<file path="config.mk">
export PLATFORM = sky130hd
export DESIGN_NAME = tccs_top
export DESIGN_NICKNAME = d
export VERILOG_FILES = /design/src/verilog/tccs_pkg.sv /design/src/verilog/tccs_top.sv
export SDC_FILE = /design/constraint.sdc
export NUM_CORES = 1
export LEC_CHECK = 0
export ABC_CLOCK_PERIOD_IN_PS = 2200
export BUFFER_PORTS_ARGS = -buffer_cell sky130_fd_sc_hd__buf_2
export CORE_MARGIN = 2
export CORE_UTILIZATION = 45
export CTS_CLUSTER_SIZE = 25
export DETAILED_ROUTE_END_ITERATION = 10
export PLACE_DENSITY = 0.69
export SYNTH_ARGS = -nofsm -noshare
export SYNTH_HDL_FRONTEND = slang
export SYNTH_SLANG_ARGS = --single-unit
</file>
<file path="constraint.sdc">
create_clock -name pclk -period 2.2 [get_ports pclk]
set_input_delay 0 -clock pclk [delete_from_list [all_inputs] [get_ports pclk]]
set_output_delay 0 -clock pclk [all_outputs]
set_load 0.01 [all_outputs]
</file>
<file path="src/verilog/tccs_pkg.sv">
package tccs_pkg;

    localparam int TCCS_NUM_CH = 5;
    localparam int TCCS_AW = 8;

    // Register byte offsets
    localparam logic [7:0] TCCS_OFF_CTRL0 = 8'h00;
    localparam logic [7:0] TCCS_OFF_SYNC = 8'h14;
    localparam logic [7:0] TCCS_OFF_STAT = 8'h18;
    localparam logic [7:0] TCCS_CTRL_STRIDE = 8'h04;

    // Count-control register layout and reset value
    localparam int TCCS_RSV_BIT = 7;
    localparam int TCCS_CLR_LSB = 5;
    localparam int TCCS_EDGE_LSB = 3;
    localparam int TCCS_SRC_LSB = 0;
    localparam logic [7:0] TCCS_CTRL_RST = 8'h00;

    // Sync/mode register layout
    localparam int TCCS_SYNC_LSB = 0;
    localparam int TCCS_PHASE_BIT = 8;
    localparam int TCCS_PHASE_CH = 2;

    // Status register layout
    localparam int TCCS_STAT_TICK_LSB = 0;
    localparam int TCCS_STAT_CLR_LSB = 8;

    typedef enum logic [1:0] {
        TCCS_CLR_NONE = 2'b00,
        TCCS_CLR_GRA = 2'b01,
        TCCS_CLR_GRB = 2'b10,
        TCCS_CLR_SYNC = 2'b11
    } tccs_clr_t;

    typedef enum logic [2:0] {
        TCCS_SRC_DIV1 = 3'b000,
        TCCS_SRC_DIV2 = 3'b001,
        TCCS_SRC_DIV4 = 3'b010,
        TCCS_SRC_DIV8 = 3'b011,
        TCCS_SRC_EXTA = 3'b100,
        TCCS_SRC_EXTB = 3'b101,
        TCCS_SRC_EXTC = 3'b110,
        TCCS_SRC_EXTD = 3'b111
    } tccs_src_t;

    typedef struct packed {
        logic rsv;
        tccs_clr_t clr_sel;
        logic [1:0] edge_sel;
        tccs_src_t clk_src;
    } tccs_ctrl_t;

    // General register events of one channel
    typedef struct packed {
        logic gra_is_capture;
        logic gra_match;
        logic gra_capture;
        logic grb_is_capture;
        logic grb_match;
        logic grb_capture;
    } tccs_gr_evt_t;

endpackage

</file>
<file path="src/verilog/tccs_top.sv">
// Function
// - Five 8-bit count-control registers, one per channel
// - Reset and standby restore initial value zero
// - Bit 7 reserved, writes have no effect; the register here stores bit 7 and reads it back
// - Bits 6:5 choose counter clear source
// - Clear on match or capture per role
// - Synchronized clear follows other synced channels
// - Separate sync register selects synced channels
// - Bits 4:3 choose rising, falling, both edges
// - Phase mode on channel 2 ignores edge field
// - Three-bit field selects internal or external clock
// - Internal source counts falling edges, edge ignored
// - External source counts edges chosen by field
// - Phase mode ignores channel 2 clock source
//
// Design decisions made here: the APB slave port and the placing of the registers.
`timescale 1ns/1ns
`default_nettype none
module tccs_top
    import tccs_pkg::*;
#(
    parameter int NUM_CH = TCCS_NUM_CH
) (
    input wire logic pclk,
    input wire logic presetn,
    input wire logic psel,
    input wire logic penable,
    input wire logic pwrite,
    input wire logic [TCCS_AW-1:0] paddr,
    input wire logic [31:0] pwdata,
    output logic [31:0] prdata,
    output logic pready,
    output logic pslverr,
    input wire logic standby,
    input wire logic ext_count_clock_a,
    input wire logic ext_count_clock_b,
    input wire logic ext_count_clock_c,
    input wire logic ext_count_clock_d,
    input wire logic phase_count_tick,
    input wire tccs_gr_evt_t [NUM_CH-1:0] gr_evt,
    output logic [NUM_CH-1:0] count_tick,
    output logic [NUM_CH-1:0] counter_clear
);

    tccs_ctrl_t [NUM_CH-1:0] ctrl_ff;
    logic [NUM_CH-1:0] sync_sel_ff;
    logic phase_mode_ff;
    logic [2:0] div_ff;
    logic [3:0] ext_prev_ff;
    logic [31:0] prdata_ff;
    logic pready_ff;
    logic pslverr_ff;
    logic [NUM_CH-1:0] tick_ff;
    logic [NUM_CH-1:0] clear_ff;

    // Bus decode
    wire logic access = psel && penable;
    wire logic first_access = access && !pready_ff;
    wire logic wr_commit = access && pready_ff && pwrite && !standby;
    wire logic [TCCS_AW-1:0] ctrl_end = TCCS_AW'(TCCS_OFF_CTRL0 + TCCS_CTRL_STRIDE * NUM_CH);
    wire logic hit_ctrl = (paddr[1:0] == 2'b00) && (paddr < ctrl_end);
    wire logic [TCCS_AW-3:0] ctrl_idx = paddr[TCCS_AW-1:2];
    wire logic hit_sync = paddr == TCCS_OFF_SYNC;
    wire logic hit_stat = paddr == TCCS_OFF_STAT;
    wire logic hit_any = hit_ctrl || hit_sync || hit_stat;

    // Read views of each register, upper bits zero
    logic [31:0] ctrl_rd;
    logic [31:0] sync_rd;
    logic [31:0] stat_rd;
    logic [31:0] rd_mux;

    always_comb begin
        ctrl_rd = 32'h0000_0000;
        ctrl_rd[7:0] = ctrl_ff[ctrl_idx];
    end

    always_comb begin
        sync_rd = 32'h0000_0000;
        sync_rd[TCCS_SYNC_LSB +: NUM_CH] = sync_sel_ff;
        sync_rd[TCCS_PHASE_BIT] = phase_mode_ff;
    end

    always_comb begin
        stat_rd = 32'h0000_0000;
        stat_rd[TCCS_STAT_TICK_LSB +: NUM_CH] = tick_ff;
        stat_rd[TCCS_STAT_CLR_LSB +: NUM_CH] = clear_ff;
    end

    // Unmapped offsets read as zero
    always_comb begin
        rd_mux = 32'h0000_0000;
        if (hit_ctrl) begin
            rd_mux = ctrl_rd;
        end else if (hit_sync) begin
            rd_mux = sync_rd;
        end else if (hit_stat) begin
            rd_mux = stat_rd;
        end
    end

    wire logic [31:0] nxt_prdata = pwrite ? 32'h0000_0000 : rd_mux;

    // Bus answer one cycle into the access phase
    always_ff @(posedge pclk or negedge presetn) begin
        if (!presetn) begin
            pready_ff <= 1'b0;
        end else begin
            pready_ff <= first_access;
        end
    end

    // Error flag stands with ready for unmapped offsets
    always_ff @(posedge pclk or negedge presetn) begin
        if (!presetn) begin
            pslverr_ff <= 1'b0;
        end else begin
            pslverr_ff <= first_access && !hit_any;
        end
    end

    // Read data latched once per transfer
    always_ff @(posedge pclk or negedge presetn) begin
        if (!presetn) begin
            prdata_ff <= 32'h0000_0000;
        end else if (first_access) begin
            prdata_ff <= nxt_prdata;
        end
    end

    // Channel sync select
    always_ff @(posedge pclk or negedge presetn) begin
        if (!presetn) begin
            sync_sel_ff <= '0;
        end else if (standby) begin
            sync_sel_ff <= '0;
        end else if (wr_commit && hit_sync) begin
            sync_sel_ff <= pwdata[TCCS_SYNC_LSB +: NUM_CH];
        end
    end

    // Phase counting mode bit
    always_ff @(posedge pclk or negedge presetn) begin
        if (!presetn) begin
            phase_mode_ff <= 1'b0;
        end else if (standby) begin
            phase_mode_ff <= 1'b0;
        end else if (wr_commit && hit_sync) begin
            phase_mode_ff <= pwdata[TCCS_PHASE_BIT];
        end
    end

    // Free running prescaler
    always_ff @(posedge pclk or negedge presetn) begin
        if (!presetn) begin
            div_ff <= 3'h0;
        end else begin
            div_ff <= div_ff + 3'h1;
        end
    end

    // External pin history
    always_ff @(posedge pclk or negedge presetn) begin
        if (!presetn) begin
            ext_prev_ff <= 4'h0;
        end else begin
            ext_prev_ff <= {ext_count_clock_d, ext_count_clock_c, ext_count_clock_b, ext_count_clock_a};
        end
    end

    // Internal clock falling edges occur when the divider wraps
    wire logic int_div1 = 1'b1;
    wire logic int_div2 = div_ff[0];
    wire logic int_div4 = &div_ff[1:0];
    wire logic int_div8 = &div_ff;
    wire logic [3:0] ext_now = {ext_count_clock_d, ext_count_clock_c, ext_count_clock_b, ext_count_clock_a};
    logic [3:0] ext_rise;
    logic [3:0] ext_fall;

    // A change against the last sample is one edge
    genvar pin;
    generate
        for (pin = 0; pin < 4; pin = pin + 1) begin : g_pin
            assign ext_rise[pin] = ext_now[pin] && !ext_prev_ff[pin];
            assign ext_fall[pin] = !ext_now[pin] && ext_prev_ff[pin];
        end
    endgenerate

    // Clears raised by each channel's own general register events
    logic [NUM_CH-1:0] own_clear;
    logic [NUM_CH-1:0] nxt_tick;
    logic [NUM_CH-1:0] nxt_clear;
    wire logic sync_clear_any = |(own_clear & sync_sel_ff);

    genvar ch;
    generate
        for (ch = 0; ch < NUM_CH; ch = ch + 1) begin : g_ch
            tccs_ctrl_t cfg;
            logic gra_evt;
            logic grb_evt;
            logic int_tick;
            logic [1:0] ext_idx;
            logic ext_tick;
            logic sel_tick;
            logic phase_ch;
            logic sync_hit;
            logic ctrl_wr;

            assign cfg = ctrl_ff[ch];
            assign phase_ch = (ch == TCCS_PHASE_CH) && phase_mode_ff;

            // Role of each general register picks the clearing event
            assign gra_evt = gr_evt[ch].gra_is_capture ? gr_evt[ch].gra_capture : gr_evt[ch].gra_match;
            assign grb_evt = gr_evt[ch].grb_is_capture ? gr_evt[ch].grb_capture : gr_evt[ch].grb_match;

            always_comb begin
                case (cfg.clr_sel)
                    TCCS_CLR_NONE: begin
                        own_clear[ch] = 1'b0;
                    end
                    TCCS_CLR_GRA: begin
                        own_clear[ch] = gra_evt;
                    end
                    TCCS_CLR_GRB: begin
                        own_clear[ch] = grb_evt;
                    end
                    TCCS_CLR_SYNC: begin
                        own_clear[ch] = 1'b0;
                    end
                    default: begin
                        own_clear[ch] = 1'b0;
                    end
                endcase
            end

            // Synced channels clear together with any own clear of a sync-selected channel
            assign sync_hit = (cfg.clr_sel == TCCS_CLR_SYNC) && sync_sel_ff[ch] && sync_clear_any;
            assign nxt_clear[ch] = own_clear[ch] || sync_hit;

            // Internal divider tap
            always_comb begin
                case (cfg.clk_src[1:0])
                    2'b00: begin
                        int_tick = int_div1;
                    end
                    2'b01: begin
                        int_tick = int_div2;
                    end
                    2'b10: begin
                        int_tick = int_div4;
                    end
                    2'b11: begin
                        int_tick = int_div8;
                    end
                    default: begin
                        int_tick = 1'b0;
                    end
                endcase
            end

            assign ext_idx = cfg.clk_src[1:0];

            // External edge choice
            always_comb begin
                case (cfg.edge_sel)
                    2'b00: begin
                        ext_tick = ext_rise[ext_idx];
                    end
                    2'b01: begin
                        ext_tick = ext_fall[ext_idx];
                    end
                    2'b10: begin
                        ext_tick = ext_rise[ext_idx] || ext_fall[ext_idx];
                    end
                    2'b11: begin
                        ext_tick = ext_rise[ext_idx] || ext_fall[ext_idx];
                    end
                    default: begin
                        ext_tick = 1'b0;
                    end
                endcase
            end

            // Internal source ignores the edge field; external obeys it
            assign sel_tick = cfg.clk_src[2] ? ext_tick : int_tick;
            assign nxt_tick[ch] = phase_ch ? phase_count_tick : sel_tick;

            // Write select of this channel's control register
            assign ctrl_wr = wr_commit && hit_ctrl && (ctrl_idx == (TCCS_AW-2)'(ch));

            always_ff @(posedge pclk or negedge presetn) begin
                if (!presetn) begin
                    ctrl_ff[ch] <= TCCS_CTRL_RST;
                end else if (standby) begin
                    ctrl_ff[ch] <= TCCS_CTRL_RST;
                end else if (ctrl_wr) begin
                    ctrl_ff[ch] <= pwdata[7:0];
                end
            end
        end
    endgenerate

    // Per-channel count enables
    always_ff @(posedge pclk or negedge presetn) begin
        if (!presetn) begin
            tick_ff <= '0;
        end else if (standby) begin
            tick_ff <= '0;
        end else begin
            tick_ff <= nxt_tick;
        end
    end

    // Per-channel counter clears
    always_ff @(posedge pclk or negedge presetn) begin
        if (!presetn) begin
            clear_ff <= '0;
        end else if (standby) begin
            clear_ff <= '0;
        end else begin
            clear_ff <= nxt_clear;
        end
    end

    assign prdata = prdata_ff;
    assign pready = pready_ff;
    assign pslverr = pslverr_ff;
    assign count_tick = tick_ff;
    assign counter_clear = clear_ff;

endmodule // tccs_top
`default_nettype wire
</file>
==> metrics.yaml <==
synthesis:
  syn-cell-area_um2: 4550
  synth-compound-area-share: 0.133
  synthSimpleGateAreaFrac: 0.163
  yosysMostFrequentCell: "dfrtp_1"
  synth.mux.area_fraction: 0.201
  ys_ff_latch: 78
  synth.area.top_cells: "dfrtp_1, mux2i_1, mux4_2, nor2_1, buf_4"
  synth_area_per_cell_um2: 10.4
  yosysSeqAreaShare: 0.429
  synthFlopType: "dfrtp_1"
  synth_top_family_by_area: "multiplexers"
  yosysWarnings: 0
  synthTopCellsByCount: "dfrtp_1, mux2i_1, nor2_1"
  synth_xor_area_frac: 0
  postSynth.asyncResetShare: 1.00
  synthAdderAreaFrac: 0.00550
  yosysTopAreaCell: "dfrtp_1"
  synth_edf_count: 0
  synthCells: 439
  synth_cell_types: 52
  yosysTopAreaCellShare: 0.429
clocking:
  cts_tree: "yes"
  clkSinkCount: 78
  htreeDepth: 3
  clk_pin_slew_ps: 80
  cts_buffers: 9
  cts_max_path_buffers: 2
  insertion_delay_ps: 360
  ctsResizeCount: 0
  clockRootBuffer: "clkbuf_8"
setup_path:
  path_class: "flip-flop to flip-flop"
  regToRegSetupSlack_ps: 290
  slowest_stage: "a211oi_1"
  reg2reg_depth: 5
  path_buf_inv: 0
  arrival_ps: 2110
  path_max_fanout: 5
  critPathTopFamily: "compound AO/OA/AOI/OAI gates"
  crit_chain: "nand2b_1 -> o22ai_1 -> a221o_1 -> a211oi_1 -> o311ai_0"
  end_kind: "flip-flop"
  max_stage_delay_ps: 540
  required_ps: 2400
  path_depth: 5
  critPathLaunchType: "flip-flop"
timing:
  max_freq_mhz: 522
  hold_violations: 0
  fin_skew_ps: 6.28
  relSlewSlack: 0.328
  final-setup-viol-count: 0
  min_period_ps: 1910
  rsz0062_at_grt: "no"
  worst_pin_slew_ps: 1010
  report.final.slew_viol_count: 0
  period_share: 0.870
  tns_ps: 0
hold_path:
  hold_path.class: "input pin to flip-flop"
  whs_path_depth: 3
floorplan:
  initial_core_util: 0.465
  io_pins: 125
  die_area_um2: 10900
  core_area_um2: 9770
  die_x_um: 105
  fp-row-count: 36
  die_y_um: 105
cells_and_area:
  fillers: 893
  drive_gt1_frac: 0.251
  area_delta_synth_final_pct: 17.0
  diodes: 0
  final_nets: 608
  layout.cells.non_filler: 663
place:
  hpwl_mm: 8.16
  io_buffers: 82
  gp_congestion: 0.911
  dpl.cell_count: 637
global_routing:
  grt_start_max_net_pins: 79
  grt_pass1_vias: 3524
  grt.overflow.total: 0
  grt_pass1_wl_mm: 18.4
  grt_usage: 0.213
  antenna_found_initial: 0
route:
  wl_mm: 11.3
  drt_pass1_iterations: 4
  wire_per_inst_um: 17.0
  vias_per_cell: 5.48
  antenna_left: 0
  drcViolationCount: 0
  drt-initial-drc-count: 377
  vias: 3633
pwr:
  power_density_nw_per_um2: 534
  ir_drop_mv: 0.377
  leakage_uw: 0.00244
run:
  drv.max_cap_violation_count: 0
outcome:
  status: "finished, final reports clean"
## worst paths after layout
check / start / endpoint
min in group asynchronous: presetn / ctrl_ff[1]
worst min-delay path: pwdata[2] / ctrl_ff[34]
max in group asynchronous: presetn / ctrl_ff[15]
worst min register to register: div_ff[1] / div_ff[1]
worst max register to register: ctrl_ff[22] / counter_clear[1]
worst max-delay path: ctrl_ff[22] / counter_clear[1]
## cell families after synthesis
family | count (synthesis)
mux | 76
buf+inv | 60
compound gates | 89
flops | 78
fa+ha+maj | 2
simple gates | 133
other cells | 1
## routing by layer
metal / GRT usage / vias to the layer above / part of all wire
met4: 0.0647 / 0 / 0.015
met5: 0 / - / 0
met1: 0.313 / 1764 / 0.47
li1: - / 1730 / -
met3: 0.0306 / 15 / 0.053
met2: 0.327 / 124 / 0.47
## where the power goes
group	switching (uW)	total [uW]	internal, uW
Sequential	7.35	1450	1440
Combinational	180	288	108
Clock	550	1100	551
Total	738	2840	2100
## cells in the final DEF, fill, tap and decap left out, drive strengths merged, types with 6 or more instances in the layout
cell          n
nand2b       10
nor2         59
buf          92
o21ai        23
clkbuf       10
dlygate4sd3  10
a21oi        17
mux2i        60
a22o         10
dfrtp        78
mux4         12
nand3         7
conb         19
nand2        15
o211ai        6
nor2b        14
inv          15
## area by class of cell
type | count | area [um^2] | share of cell area
multi-input combinational | 319 | 2360 | 0.444
inverter | 15 | 56.3 | 0.0106
tap | 133 | 166 | 0.0313
clock inverter | 6 | 61.3 | 0.0115
clock buffer | 10 | 138 | 0.0259
timing repair buffer | 102 | 588 | 0.110
sequential | 78 | 1950 | 0.367
## repair_timing
| item | 4_1_cts | 5_1_grt |
|---|---|---|
| buffers inserted | 0 | 0 |
| endpoints found under the setup margin | 0 | 0 |
| hold buffers | 10 | 0 |
| endpoints found under the hold margin | 94 | 0 |
## metrics by stage
step | utilization | power (uW) | worst slack, ps | area (um^2) | hold WS (ps)
6_report | 0.545 | 2840 | 285 | 5320 | 11.3
5_1_grt | 0.545 | 2940 | 142 | 5320 | 26.6
4_1_cts | 0.545 | 2850 | 306 | 5320 | 2.93
3_5_place_dp | 0.514 | 1750 | 315 | 5020 | 137
3_3_place_gp | 0.514 | 1750 | 314 | 5020 | 131
2_1_floorplan | - | 1640 | 559 | 4620 | -296
## registers in the layout (all words and copies together) (netlist names)
name and count:
ctrl_ff 40, prdata 13, count_tick 5, counter_clear 5
sync_sel_ff 5, ext_prev_ff 4, div_ff 3, g_ch.phase_ch 1
pready 1, pslverr 1
## worst min-delay path: cells and delay by family
kind	cells	cell delay (ps)
buffers and inverters	1	150
and+or+nand+nor	1	50
muxes	1	130
Note: power is estimated with default switching activity, not from simulation.
